File: src/hopctl_regs.vh
// Register map, command codes and timing constants of the hopping decoder host port
`ifndef HOPCTL_REGS_VH
`define HOPCTL_REGS_VH
// ==========================================================
// Register offsets (byte addresses)
`define A_CTRL      8'h00
`define A_ARG       8'h04
`define A_WDATA     8'h08
`define A_STATUS    8'h0c
`define A_RDATA     8'h10
`define A_STRM0     8'h14
`define A_STRM1     8'h18
`define A_STRM2     8'h1c
`define A_PROG      8'h20
`define A_PROG_LAST 8'h40
`define A_LSTAT     8'h44
// ==========================================================
// Control fields and operation codes
`define CTRL_NEXT   3
`define OP_READ     3'h1
`define OP_WRITE    3'h2
`define OP_LEARN    3'h3
`define OP_ERASE    3'h4
`define OP_PROG     3'h5
`define OP_CANCEL   3'h7
// ==========================================================
// Status bit positions
`define S_BUSY      0
`define S_DONE      1
`define S_OK        2
`define S_TMO       3
`define S_NOTIFY    4
`define S_LEARN     5
`define S_REFUSED   6
`define S_LEARNING  7
`define S_SESSION   8
`define S_DATA      9
// ==========================================================
// Command bytes and address mask
`define CMD_READ    8'hf0
`define CMD_WRITE   8'he1
`define CMD_LEARN   8'hd2
`define CMD_ERASE   8'hc3
`define CMD_PROG    8'hb4
`define ADDR_MASK   8'h7f
// ==========================================================
// Timing and stream lengths
`define MCLK_NS     4
`define T_HALF_NS   1000
`define T_GUARD_US  50
`define T_RESP_MS   170
`define T_SEQ_MS    1
`define T_HOLD_MS   60
`define STREAM_BITS 7'd80
`define LEARN_BITS  7'd16
`define BYTE_BITS   7'd8
`endif

File: src/hopping_host_ctl.v
// Host controller driving the decoder clock line and two-way data line
//
// Implementation choices: the register addresses and the address-and-strobe port.
`include "hopctl_regs.vh"
//
// Function
// - Host raises clock up to 500 ms; device answers by raising data. (This host gives up after T_RESP_MS, 170 ms.)
// - Host lowers clock after acknowledge; device drops then releases data.
// - Sender changes data on clock rise; receiver samples on clock fall.
// - Clock rising later than 50 us makes device drop data, then stream follows.
// - Command bytes: F0 read, E1 write, D2 learn, C3 erase, B4 program.
// - Read sends address truncated to seven bits, then one dummy byte.
// - Sequential read must clock again within 1 ms; address wraps at 128.
// - Write sends address and data LSB first, clock high commits; ack high.
// - Further write bytes are clocked in and committed by clock high again.
// - Erase sends command plus two bytes, clock high triggers; ack high.
// - Learn sends command and two dummy bytes; device acks with data high.
// - First learn transmission raises data 60 ms; at most eight zero bits.
// - Host keeps clock low 60 ms after first learn pulse falls.
module hopping_host_ctl #(
  parameter HALF_CYC  = (`T_HALF_NS + `MCLK_NS - 1) / `MCLK_NS,
  parameter GUARD_CYC = (`T_GUARD_US * 1000 + `MCLK_NS - 1) / `MCLK_NS + 1,
  parameter RESP_CYC  = (`T_RESP_MS * 1000000) / `MCLK_NS,
  parameter SEQ_CYC   = (`T_SEQ_MS * 1000000) / `MCLK_NS,
  parameter HOLD_CYC  = (`T_HOLD_MS * 1000000 + `MCLK_NS - 1) / `MCLK_NS
) (
  input  wire        mclk,     // System clock, 250 MHz
  input  wire        rst,      // Synchronous reset, active high
  input  wire [7:0]  addr,     // Register byte address
  input  wire [31:0] wdata,    // Register write data
  input  wire        wr,       // Write strobe
  input  wire        rd,       // Read strobe
  output reg  [31:0] rdata,    // Read data, cycle after rd
  output reg         sclk,     // Clock line to decoder
  input  wire        sdat_in,  // Data line level
  output reg         sdat_out, // Data line drive value
  output reg         sdat_oe   // Data line drive enable
);
  localparam [3:0] ST_IDLE = 4'h0, ST_REQ_HI = 4'h1, ST_REQ_LO = 4'h2, ST_TX = 4'h3;
  localparam [3:0] ST_RX = 4'h4, ST_COMMIT = 4'h5, ST_CMT_LO = 4'h6, ST_SEQ = 4'h7;
  localparam [3:0] ST_N_GUARD = 4'h8, ST_N_ACK = 4'h9, ST_L_ACK = 4'ha, ST_L_W0 = 4'hb;
  localparam [3:0] ST_L_W1 = 4'hc, ST_L_W1F = 4'hd, ST_L_HOLD = 4'he;
  localparam [1:0] RK_READ = 2'h0, RK_NOTIFY = 2'h1, RK_LEARN = 2'h2;

  reg  [3:0]  state;
  reg  [31:0] cnt;
  reg  [31:0] div;
  reg         tick;
  reg  [6:0]  bitn;
  reg  [6:0]  rx_target;
  reg  [1:0]  rx_kind;
  reg  [3:0]  byte_idx;
  reg  [3:0]  tx_len;
  reg  [2:0]  op;
  reg         seqw;
  reg  [7:0]  arg;
  reg  [7:0]  wd;
  reg  [7:0]  rbyte;
  reg  [79:0] rxsh;
  reg  [79:0] strm;
  reg  [15:0] lstat;
  reg         done;
  reg         ok;
  reg         tmo_err;
  reg         notify_rdy;
  reg         learn_rdy;
  reg         refused;
  reg         learning;
  reg         session;
  reg  [7:0]  txb;
  reg  [31:0] rmux;
  reg  [7:0]  prog [0:8];
  wire        dat_s;
  wire [79:0] next_sh;
  wire [2:0]  op_new;
  wire        nxt;
  wire        start;
  wire        cancel;
  wire [5:0]  clr;
  wire [7:0]  poff;
  wire        p_hit;

  // ==========================================================
  // Input synchroniser and decode
  hopctl_sync u_sync (
    .mclk (mclk),
    .rst  (rst),
    .din  (sdat_in),
    .dout (dat_s)
  );

  // Software order decode
  assign op_new  = wdata[2:0];
  assign nxt     = wdata[`CTRL_NEXT];
  assign start   = wr && (addr == `A_CTRL) && (op_new >= `OP_READ) && (op_new <= `OP_PROG);
  assign cancel  = wr && (addr == `A_CTRL) && (op_new == `OP_CANCEL);
  assign clr     = (wr && (addr == `A_STATUS)) ? wdata[6:1] : 6'h00;
  assign next_sh = {dat_s, rxsh[79:1]}; // LSB arrives first
  assign poff    = addr - `A_PROG;
  assign p_hit   = (addr >= `A_PROG) && (addr <= `A_PROG_LAST) && (addr[1:0] == 2'b00);

  // ==========================================================
  // Bit-rate divider, one-cycle tick per half clock period
  always @(posedge mclk) begin
    if (rst) begin
      div  <= 32'h0;
      tick <= 1'b0;
    end else if (div >= HALF_CYC - 1) begin
      div  <= 32'h0;
      tick <= 1'b1;
    end else begin
      div  <= div + 32'h1;
      tick <= 1'b0;
    end
  end

  // ==========================================================
  // Outgoing byte selection
  always @* begin
    txb = 8'h00;
    if (seqw) begin
      txb = wd;
    end else if (byte_idx == 4'h0) begin
      case (op)
        `OP_READ:  txb = `CMD_READ;
        `OP_WRITE: txb = `CMD_WRITE;
        `OP_LEARN: txb = `CMD_LEARN;
        `OP_ERASE: txb = `CMD_ERASE;
        `OP_PROG:  txb = `CMD_PROG;
        default:   txb = 8'h00;
      endcase
    end else begin
      case (op)
        `OP_READ:  txb = (byte_idx == 4'h1) ? (arg & `ADDR_MASK) : 8'h00;
        `OP_WRITE: txb = (byte_idx == 4'h1) ? (arg & `ADDR_MASK) : wd;
        `OP_ERASE: txb = (byte_idx == 4'h1) ? arg : 8'h00;
        `OP_PROG:  txb = prog[byte_idx - 4'h1];
        default:   txb = 8'h00;
      endcase
    end
  end

  // ==========================================================
  // Plain registers written by software
  always @(posedge mclk) begin
    if (rst) begin
      arg <= 8'h00;
      wd  <= 8'h00;
    end else if (wr) begin
      if (addr == `A_ARG)
        arg <= wdata[7:0];
      if (addr == `A_WDATA)
        wd <= wdata[7:0];
    end
  end

  // Program payload bytes: configuration then manufacturer code
  genvar g;
  generate
    for (g = 0; g < 9; g = g + 1) begin : g_prog
      always @(posedge mclk) begin
        if (rst)
          prog[g] <= 8'h00;
        else if (wr && (addr == `A_PROG + 4 * g))
          prog[g] <= wdata[7:0];
      end
    end
  endgenerate

  // ==========================================================
  // Failure path: clock low, flag timeout, back to idle
  task fail;
    begin
      tmo_err <= 1'b1;
      done    <= 1'b1;
      sclk    <= 1'b0;
      session <= 1'b0;
      state   <= ST_IDLE;
    end
  endtask

  // ==========================================================
  // Link sequencer
  always @(posedge mclk) begin
    if (rst) begin
      state <= ST_IDLE; cnt <= 32'h0; sclk <= 1'b0;
      sdat_out <= 1'b0; sdat_oe <= 1'b0;
      bitn <= 7'h0; rx_target <= 7'h0; rx_kind <= RK_READ;
      byte_idx <= 4'h0; tx_len <= 4'h0; op <= 3'h0; seqw <= 1'b0;
      rbyte <= 8'h00; rxsh <= 80'h0; strm <= 80'h0; lstat <= 16'h0;
      done <= 1'b0; ok <= 1'b0; tmo_err <= 1'b0; notify_rdy <= 1'b0;
      learn_rdy <= 1'b0; refused <= 1'b0; learning <= 1'b0; session <= 1'b0;
    end else begin
      // Software clears first so a same-cycle set wins
      done       <= done & ~clr[0];
      ok         <= ok & ~clr[1];
      tmo_err    <= tmo_err & ~clr[2];
      notify_rdy <= notify_rdy & ~clr[3];
      learn_rdy  <= learn_rdy & ~clr[4];
      refused    <= refused & ~clr[5];
      cnt        <= cnt + 32'h1;
      // Release data half a period after the last sent bit
      if (tick && (state != ST_TX))
        sdat_oe <= 1'b0;
      if (cancel) begin
        state    <= ST_IDLE;
        sclk     <= 1'b0;
        learning <= 1'b0;
        session  <= 1'b0;
      end else begin
        case (state)
          ST_IDLE: begin
            sclk <= 1'b0;
            cnt  <= 32'h0;
            if (dat_s) begin
              if (start)
                refused <= 1'b1;
              state <= ST_N_GUARD;
            end else if (start) begin
              if (nxt) begin
                refused <= 1'b1;
              end else begin
                op       <= op_new;
                seqw     <= 1'b0;
                byte_idx <= 4'h0;
                bitn     <= 7'h0;
                tx_len   <= (op_new == `OP_PROG) ? 4'ha : 4'h3;
                ok       <= 1'b0;
                sclk     <= 1'b1;
                state    <= ST_REQ_HI;
              end
            end
          end
          ST_REQ_HI: begin
            if (dat_s) begin
              if (tick && (cnt >= HALF_CYC - 1)) begin // Full high phase
                sclk  <= 1'b0;
                cnt   <= 32'h0;
                state <= ST_REQ_LO;
              end
            end else if (cnt >= RESP_CYC) begin
              fail;
            end
          end
          ST_REQ_LO: begin
            if (!dat_s) begin
              state <= ST_TX;
            end else if (cnt >= RESP_CYC) begin
              fail;
            end
          end
          ST_TX: begin
            if (tick) begin
              if (!sclk) begin
                sclk     <= 1'b1;
                sdat_oe  <= 1'b1;
                sdat_out <= txb[bitn[2:0]];
              end else begin
                sclk <= 1'b0;
                bitn <= bitn + 7'h1;
                if (bitn[2:0] == 3'h7) begin
                  if (byte_idx == tx_len - 4'h1) begin
                    bitn <= 7'h0;
                    cnt  <= 32'h0;
                    if (op == `OP_READ) begin
                      rx_kind   <= RK_READ;
                      rx_target <= `BYTE_BITS;
                      state     <= ST_RX;
                    end else if (op == `OP_LEARN) begin
                      state <= ST_L_ACK;
                    end else begin
                      state <= ST_COMMIT;
                    end
                  end else begin
                    byte_idx <= byte_idx + 4'h1;
                  end
                end
              end
            end
          end
          ST_RX: begin
            if (tick) begin
              if (!sclk) begin
                sclk <= 1'b1;
              end else begin
                sclk <= 1'b0;
                rxsh <= next_sh;
                bitn <= bitn + 7'h1;
                cnt  <= 32'h0;
                if (bitn == rx_target - 7'h1) begin
                  bitn <= 7'h0;
                  if (rx_kind == RK_NOTIFY) begin
                    strm       <= next_sh;
                    notify_rdy <= 1'b1;
                    state      <= ST_IDLE;
                  end else if (rx_kind == RK_LEARN) begin
                    lstat     <= next_sh[79:64];
                    learn_rdy <= 1'b1;
                    learning  <= 1'b0;
                    state     <= ST_IDLE;
                  end else begin
                    rbyte   <= next_sh[79:72];
                    ok      <= 1'b1;
                    done    <= 1'b1;
                    session <= 1'b1;
                    state   <= ST_SEQ;
                  end
                end
              end
            end
          end
          ST_COMMIT: begin
            if (!sclk) begin
              cnt <= 32'h0;
              if (tick)
                sclk <= 1'b1;
            end else if (dat_s) begin
              ok    <= 1'b1;
              state <= ST_CMT_LO;
            end else if (cnt >= RESP_CYC) begin
              fail;
            end
          end
          ST_CMT_LO: begin
            if (tick) begin
              sclk <= 1'b0;
              done <= 1'b1;
              cnt  <= 32'h0;
              if (op == `OP_WRITE) begin
                session <= 1'b1;
                state   <= ST_SEQ;
              end else begin
                state <= ST_IDLE;
              end
            end
          end
          ST_SEQ: begin
            // Next byte must start well inside the device idle limit
            if (cnt >= SEQ_CYC - 2 * HALF_CYC) begin
              session <= 1'b0;
              state   <= ST_IDLE;
            end else if (start) begin
              if (nxt && (op_new == op) && (op == `OP_READ)) begin
                ok        <= 1'b0;
                rx_kind   <= RK_READ;
                rx_target <= `BYTE_BITS;
                bitn      <= 7'h0;
                state     <= ST_RX;
              end else if (nxt && (op_new == op) && (op == `OP_WRITE)) begin
                ok       <= 1'b0;
                seqw     <= 1'b1;
                byte_idx <= 4'h0;
                tx_len   <= 4'h1;
                bitn     <= 7'h0;
                state    <= ST_TX;
              end else begin
                refused <= 1'b1;
              end
            end
          end
          ST_N_GUARD: begin
            if (!dat_s) begin
              state <= ST_IDLE;
            end else if (cnt >= GUARD_CYC) begin
              sclk  <= 1'b1;
              cnt   <= 32'h0;
              state <= ST_N_ACK;
            end
          end
          ST_N_ACK: begin
            if (!dat_s) begin
              if (tick && (cnt >= HALF_CYC - 1)) begin // Full high phase
                sclk      <= 1'b0;
                bitn      <= 7'h0;
                rx_kind   <= learning ? RK_LEARN : RK_NOTIFY;
                rx_target <= learning ? `LEARN_BITS : `STREAM_BITS;
                state     <= ST_RX;
              end
            end else if (cnt >= RESP_CYC) begin
              fail;
            end
          end
          ST_L_ACK: begin
            if (dat_s) begin
              learning <= 1'b1;
              ok       <= 1'b1;
              done     <= 1'b1;
              state    <= ST_L_W0;
            end else if (cnt >= RESP_CYC) begin
              fail;
            end
          end
          ST_L_W0: begin
            if (!dat_s)
              state <= ST_L_W1;
          end
          ST_L_W1: begin
            if (dat_s)
              state <= ST_L_W1F;
          end
          ST_L_W1F: begin
            cnt <= 32'h0;
            if (!dat_s)
              state <= ST_L_HOLD;
          end
          ST_L_HOLD: begin
            sclk <= 1'b0;
            if (cnt >= HOLD_CYC)
              state <= ST_IDLE;
          end
          default: begin
            sclk  <= 1'b0;
            state <= ST_IDLE;
          end
        endcase
      end
    end
  end

  // ==========================================================
  // Register read path, data valid only in the cycle after rd
  always @* begin
    rmux = 32'h0;
    case (addr)
      `A_ARG:    rmux = {24'h0, arg};
      `A_WDATA:  rmux = {24'h0, wd};
      `A_STATUS: rmux = {22'h0, dat_s, session, learning, refused, learn_rdy,
                         notify_rdy, tmo_err, ok, done, (state != ST_IDLE)};
      `A_RDATA:  rmux = {24'h0, rbyte};
      `A_STRM0:  rmux = strm[31:0];
      `A_STRM1:  rmux = strm[63:32];
      `A_STRM2:  rmux = {16'h0, strm[79:64]};
      `A_LSTAT:  rmux = {16'h0, lstat};
      default: begin
        if (p_hit)
          rmux = {24'h0, prog[poff[5:2]]};
      end
    endcase
  end

  always @(posedge mclk) begin
    if (rst)
      rdata <= 32'h0;
    else if (rd)
      rdata <= rmux;
    else
      rdata <= 32'h0;
  end
endmodule // hopping_host_ctl

File: src/hopctl_sync.v
// Two flip-flop synchroniser for the decoder data pin
module hopctl_sync (
  input  wire mclk, // System clock
  input  wire rst,  // Synchronous reset
  input  wire din,  // Asynchronous pin level
  output wire dout  // Synchronised level
);
  reg meta;
  reg stab;
  // ==========================================================
  // Synchroniser stages
  always @(posedge mclk) begin
    if (rst) begin
      meta <= 1'b0;
      stab <= 1'b0;
    end else begin
      meta <= din;
      stab <= meta;
    end
  end
  assign dout = stab;
endmodule // hopctl_sync

File: config.mk
export PLATFORM = sky130hd
export DESIGN_NAME = hopping_host_ctl
export DESIGN_NICKNAME = d
export VERILOG_FILES = /design/src/hopping_host_ctl.v /design/src/hopctl_sync.v
export VERILOG_INCLUDE_DIRS = /design/src
export SDC_FILE = /design/constraint.sdc
export NUM_CORES = 1
export LEC_CHECK = 0
export BUFFER_PORTS_ARGS = -buffer_cell sky130_fd_sc_hd__buf_2
export CORE_MARGIN = 4
export CORE_UTILIZATION = 62
export CTS_CLUSTER_SIZE = 12
export DETAILED_ROUTE_END_ITERATION = 10
export GPL_ROUTABILITY_DRIVEN = 0
export PLACE_DENSITY = 0.87
export SETUP_SLACK_MARGIN = 0.02
export SLEW_MARGIN = 20
export SYNTH_ARGS = -nofsm -noshare
export SYNTH_HDL_FRONTEND = slang
export SYNTH_SLANG_ARGS = --single-unit
export TNS_END_PERCENT = 50
File: constraint.sdc
create_clock -name mclk -period 4 [get_ports mclk]
set_clock_uncertainty 0.05 [all_clocks]
set_input_delay 0.6 -clock mclk [delete_from_list [all_inputs] [get_ports mclk]]
set_output_delay 0.6 -clock mclk [all_outputs]
set_load 0.1 [all_outputs]
# Word-level counts from Yosys, hierarchy flattened
# Memory sizes are Yosys's and may differ from the RTL's.
# Cells that the tools add are included.
op_classes:
  n_addsub: 8
  eq_ne: 91
  mux: 273
  reduce_logical: 56
  magnitude_cmp: 11
  bitwise: 29
ops:
  columns: ["operator", "n"]
  rows:
  - ["$mux 32", 13]
  - ["$pmux 32 s8", 1]
  - ["$pmux 32 s7", 1]
  - ["$mux 4", 51]
  - ["$mux 7", 28]
  - ["$mux 1", 133]
  - ["$mux 8", 14]
  - ["$add 32x1->32 const B", 2]
  - ["$eq 8x6->1 const B", 8]
  - ["$ge 32x8->1 const B", 2]
  - ["$ne 2x2->1 const B", 31]
  - ["$pmux 4 s15", 1]
  - ["$pmux 8 s5", 1]
  - ["$pmux 7 s5", 1]
  - ["$eq 8x5->1 const B", 4]
  - ["$ge 32x14->1 const B", 1]
  - ["$ge 32x18->1 const B", 1]
  - ["$ge 32x24->1 const B", 1]
  - ["$ge 32x26->1 const B", 1]
  - ["$pmux 8 s4", 1]
  - ["$eq 4x4->1 const B", 7]
  - ["$reduce_and 7->1", 4]
  - ["$mux 2", 11]
  - ["$logic_and 1x1->1", 21]
  - ["other kinds (64)", 129]
word_totals:
  mem_bits_rw: 72
  word_cells: 500
  regBits: 342
  in_bits: 45
  n_memories: 1
  output_inout_bits: 35
memory_table:
  columns: ["name", "depth", "width", "rd", "rd_ports_with_merged_regs", "wr", "line_no", "source"]
  rows:
  - ["prog", 9, 8, 2, 0, 9, "hopping_host_ctl.v:72", "reg [7:0] prog [0:8];"]

# Logic depth before layout (Yosys ltp)
depth:
  ltp_word: 12
  mapped_depth: 14
  mapped_depth_nobuf: 9

# Cells and area by module
# Synthesis repeated with hierarchy kept, for this count alone.
hier_totals:
  hier_cells: 2127
  area_unflattened_um2: 18901.9
by_module_without_submodules:
  columns: ["module", "instances", "cells_per_inst", "seq_area_each_um2", "area_each_um2"]
  rows:
  - ["hopping_host_ctl", 1, 2123, 8828.5, 18849.3]
  - ["hopctl_sync", 1, 4, 40.0, 52.6]

# Worst setup path after synthesis
# Ideal clock, no wire load.
synth_path:
  kind: "flip-flop to flip-flop"
  startpoint: "register byte_idx[0]"
  endpoint: "register sdat_out"
  slack_ns: 0.358
  synth_period_minus_slack_ns: 3.642
  n_path_buf: 5
  stages_incl_launch_ff: 13
  setup_time_ns: 0.131
  t_arrival_ns: 3.461
  required_time_ns: 3.819
  cell_sequence: "dfxtp_1 > clkbuf_1 > buf_1 > clkbuf_1 > inv_1 > ha_1 > buf_1 > clkbuf_1 > mux4_2 > o211ai_1 > a21oi_1 > a2111oi_0 > o41ai_1"
synth_via:
  elab_chain_len: 7
  word_cells_on_any_way: 12
  cone_classes: "1 x add/sub; 1 x eq/ne; 8 x mux; 1 x reduce/logical; 1 x memory"
synth_rtl:
  columns: ["element", "line_no", "source"]
  rows:
  - ["from (decl)", "hopping_host_ctl.v:52", "reg [3:0] byte_idx;"]
  - ["from (signal assigned)", "hopping_host_ctl.v:275", "byte_idx <= byte_idx + 4'h1;"]
  - ["$sub 4x1->4 / $eq 4x1->1 (equally long branches)", null, null]
  - ["$mem_v2 9x8 (tied with other cells)", null, null]
  - ["$pmux 8 s4", "hopping_host_ctl.v:133", "case (op)"]
  - ["$mux 8 (*)", "hopping_host_ctl.v:123", "end else if (byte_idx == 4'h0) begin"]
  - ["$mux 8 (*)", "hopping_host_ctl.v:121", "if (seqw) begin"]
  - ["$bmux 1 s3 (*)", "hopping_host_ctl.v:257", "sdat_out <= txb[bitn[2:0]];"]
  - ["$mux 1 (implied by the code) (*)", "hopping_host_ctl.v:257", null]
  - ["to (signal assigned)", "hopping_host_ctl.v:257", null]
  - ["to (decl)", "hopping_host_ctl.v:36", "output reg sdat_out,"]
# Every way passes the cells marked *; elsewhere a longest branch is shown, timed or not. The select of a mux whose other input is x is not followed.
# A chain may end at the register's enable or synchronous reset.

# Worst setup path after layout
layout_path:
  startpoint: "register cnt[0]"
  endpoint: "register bitn[5]"
layout_via:
  elab_chain_len: 4
  word_cells_on_any_way: 6
  cone_classes: "2 x order compare; 2 x eq/ne; 2 x reduce/logical"
layout_rtl:
  columns: ["element", "line_no", "source"]
  rows:
  - ["from (decl)", "hopping_host_ctl.v:46", "reg [31:0] cnt;"]
  - ["from (signal assigned)", "hopping_host_ctl.v:201", "cnt <= cnt + 32'h1;"]
  - ["$ge 32x8->1", "hopping_host_ctl.v:372", "if (tick && (cnt >= HALF_CYC - 1)) begin"]
  - ["$logic_and 1x1->1", "hopping_host_ctl.v:372", null]
  - ["$ne 2x2->1 (no source line)", null, null]
  - ["$reduce_and 14->1 (no source line) (*)", null, null]
  - ["to (signal assigned)", "hopping_host_ctl.v:260", "bitn <= bitn + 7'h1;"]
  - ["to (signal assigned)", "hopping_host_ctl.v:288", "bitn <= bitn + 7'h1;"]
  - ["to (decl)", "hopping_host_ctl.v:49", "reg [6:0] bitn;"]
# Every way passes the cells marked *; elsewhere a longest branch is shown, timed or not.

==> results.sh <==
export IMPL_drc=0
export IMPL_synth_edff_count=72
export IMPL_internal_power_mw=6.65
export IMPL_critPathLaunchType="flop"
export IMPL_grt_overflow=0
export IMPL_worstReg2RegEnd="bitn[5]$_SDFFE_PP0P_"
export IMPL_cts_max_level=2
export IMPL_drt_wl_total_um=47800
export IMPL_synth_seq_cells=407
export IMPL_worstPathMaxFanout=13
export IMPL_final_cells=2516
export IMPL_yosysTopAreaCellShare_pct=36.5
export IMPL_cp_required_ns=4.37
export IMPL_slew_viol_final=0
export IMPL_max_slew_margin_pct=32.4
export IMPL_cp_arrival_ns=3.68
export IMPL_ys_types=75
export IMPL_synth_ff_type="dfxtp_1"
export IMPL_start_util_pct=63.5
export IMPL_dr_pass1_iters=8
export IMPL_hpwl_um=31000
export IMPL_crit_start="cnt[0]$_SDFF_PP0_"
export IMPL_leakage_nw=7.10
export IMPL_dpl_worst_slack_ns=0.452
export IMPL_r2r_slack_ns=0.70
export IMPL_die_y_um=180
export IMPL_p_clk_share_pct=42.0
export IMPL_avgRoutedWirePerCell_um=19.0
export IMPL_p_switching_mw=2.21
export IMPL_finalCritPeriodShare_pct=82.6
export IMPL_endpoint_kind="flop"
export IMPL_setup_tns_ns=0
export IMPL_die_area_um2=32500
export IMPL_finalHoldViolCount=0
export IMPL_fin_ws_ns=0.696
export IMPL_synthTopCellsByArea="dfxtp_1 (36%), edfxtp_1 (12%), nand2_1 (8.2%)"
export IMPL_nets=2170
export IMPL_dpl_cell_area_um2=19100
export IMPL_seq_area_frac_synth_pct=48.3
export IMPL_syn_area_um2=18400
export IMPL_synthesis_instances=2094
export IMPL_p_per_area_nw_per_um2=435
export IMPL_fmax_mhz=303
export IMPL_top_level_ports=80
export IMPL_grt_max_degree=93
export IMPL_port_buffers=55
export IMPL_final_area_um2=20400
export IMPL_dp_cells=2449
export IMPL_min_delay_start="sdat_in"
export IMPL_layout_min_cycle_time_ns=3.30
export IMPL_antenna_found_initial=0
export IMPL_async_flop_share_pct=0
export IMPL_cap_violations=0
export IMPL_fp_dieW_um=180
export IMPL_r2r_cells=9
export IMPL_fp_coreArea_um2=28900
export IMPL_clk_pin_slew_worst_paths_ns=0.06
export IMPL_r2r_start="cnt[0]$_SDFF_PP0_"
export IMPL_power_frac_seq_pct=49.0
export IMPL_area_growth_syn_to_layout_pct=10.8
export IMPL_grt_pass1_vias=15200
export IMPL_whs_ns=0.231
export IMPL_worstSetupPathType="reg2reg"
export IMPL_syn_area_per_cell_um2=8.78
export IMPL_netSwitchingFraction_pct=25.0
export IMPL_holdPathStages=2
export IMPL_status="finished, final reports clean"
export IMPL_cts_made_buffers=43
export IMPL_yosys_warnings=0
export IMPL_cts_setup_buffers=0
export IMPL_worstSetupEndpoint="bitn[5]$_SDFFE_PP0P_"
export IMPL_worst_pin_slew_ns=1.01
export IMPL_cts_repair_resize_count=0
export IMPL_ctsLongestPathBuffers=3
export IMPL_synth_area_leader_cell="dfxtp_1"
export IMPL_peakVddDrop_uv=374
export IMPL_clock_latency_ns=0.56
export IMPL_hold_buffers=0
export IMPL_viasPerCell=6.47
export IMPL_first_iter_violations=2474
export IMPL_drive_above_1_share_pct=10.1
export IMPL_grt_first_pass_wirelength_um=76900
export IMPL_rows=62
export IMPL_cts_sinks=407
export IMPL_cts_root_buf="clkbuf_16"
export IMPL_cts_tree="done"
export IMPL_setup_viol=0
export IMPL_grt_usage_pct=28.0
export IMPL_antenna_left=0
export IMPL_rsz0062_at_grt="false"
export IMPL_via_count=16300
export IMPL_worstHoldPathType="in2reg"
export IMPL_diodes=0
export IMPL_comb_power_share_pct=9.0
## worst max-delay path: stages, from the launching register on
cell and delay, ns:
dfxtp_1 0.44, inv_1 0.08, ha_1 0.22, nor3b_1 0.14, o311ai_0 0.59, o31ai_1 0.24, o32a_1 0.38, or3_4 0.46
o31ai_2 0.48, a21oi_1 0.10
## logic make-up (layout without fill, tap and decap cells)
group / count (synthesis) / count (layout) / synth area share, %
simple gates: 899 / 899 / 22.4
compound gates: 449 / 449 / 15.0
flops: 407 / 407 / 48.3
buf+inv: 180 / 195 / 3.80
mux: 95 / 95 / 7.16
xor+xnor: 48 / 48 / 2.29
fa+ha+maj: 15 / 15 / 1.02
other cells: 1 / 24 / 0.0204
## cell usage in the layout (no fill, tap or decap), types with 11 or more instances in the layout
cell type  synthesis  layout
inv_1             29      29
mux4_2            29      29
and2_1            64      64
xnor2_1           27      27
dfxtp_1          335     335
a22oi_1           43      43
edfxtp_1          72      72
a31oi_1           11      11
nand2b_1          15      15
nand2_1          401     400
xor2_1            21      21
o21ai_0           54      54
a21oi_1          228     228
nor4_1            19      19
nor3_1            50      49
clkbuf_16          0      44
buf_4              0      38
nand3_1           49      48
nor2_1           185     182
conb_1             1      24
o22ai_1           11      11
or3_1             20      20
and3_1            17      16
buf_2             12      54
ha_1              15      15
nand4_1           24      24
nor2b_1           13      13
mux2i_1           64      64
a222oi_1          18      18
## sequential cells by signal, summed over array words and instances, names as in the netlist, 3 cells and up
name / cells
strm: 80
rxsh: 79
bitn: 7
rdata: 32
state: 4
tx_len: 3
cnt: 32
prog: 72
arg: 8
byte_idx: 4
rbyte: 8
op: 3
wd: 8
lstat: 16
div: 32
## worst min-delay path by stage
stage | slack (ns) | endpoint
after floorplan | 0.36 | u_sync.dout$_SDFF_PP0_
after global placement | 0.38 | u_sync.dout$_SDFF_PP0_
after detailed placement | 0.40 | strm[75]$_SDFFE_PP0P_
after CTS | 0.22 | u_sync.meta$_SDFF_PP0_
after global routing | 0.24 | u_sync.meta$_SDFF_PP0_
final | 0.23 | u_sync.meta$_SDFF_PP0_
## synthesized netlist by cell type, types with 6 or more instances
cell type and count:
a21o_1 6, edfxtp_1 72, mux4_2 29, nand3_1 49, nor2_1 185, o211ai_1 10, inv_1 29, a21oi_1 228
or2_2 6, nor3_1 50, a222oi_1 18, nor4_1 19, or4_1 8, nand2_1 401, nand2b_1 15, or3_1 20
xor2_1 21, buf_2 12, a31oi_1 11, nor3b_1 7, ha_1 15, o22ai_1 11, and2_1 64, a22oi_1 43
buf_1 12, nand3b_1 6, mux2i_1 64, nand4_1 24, and3_1 17, a211oi_1 9, xnor2_1 27, dfxtp_1 335
o21ai_0 54, o31ai_1 9, clkbuf_1 125, nor2b_1 13
## power groups by stage
stage | clock [mW] | sequential [mW] | combinational [mW]
floorplan | 0 | 4.39 | 0.581
global placement | 0 | 4.41 | 0.742
detailed placement | 0 | 4.42 | 0.762
CTS | 3.76 | 4.33 | 0.771
global route | 3.94 | 4.34 | 0.857
finish | 3.72 | 4.34 | 0.800
## layout make-up
type                    instances  area (um^2)
flip-flops and latches        407         8870
fillers                      2085         8570
multi-input cells            1530         8920
clock inverters                 9         92.6
clock buffers                  58         1220
inverters                      30          113
repair buffers                 98          667
well taps                     384          480
## per-layer routing
metal | global-route usage (%) | vias up | routed length, um
met1 | 36.5 | 7606 | 18300
met3 | 6.20 | 215 | 5250
met2 | 46.4 | 1073 | 22400
met4 | 10.1 | 0 | 1800
met5 | 0 | - | 0
li1 | - | 7397 | -
## through the flow
step	utilization (%)	total power, mW
final	70.4	8.86
after global placement	65.8	5.15
after global routing	70.4	9.14
after CTS	70.4	8.86
after floorplan	-	4.97
after detailed placement	65.8	5.18
Power figures use the tool's default switching activity.
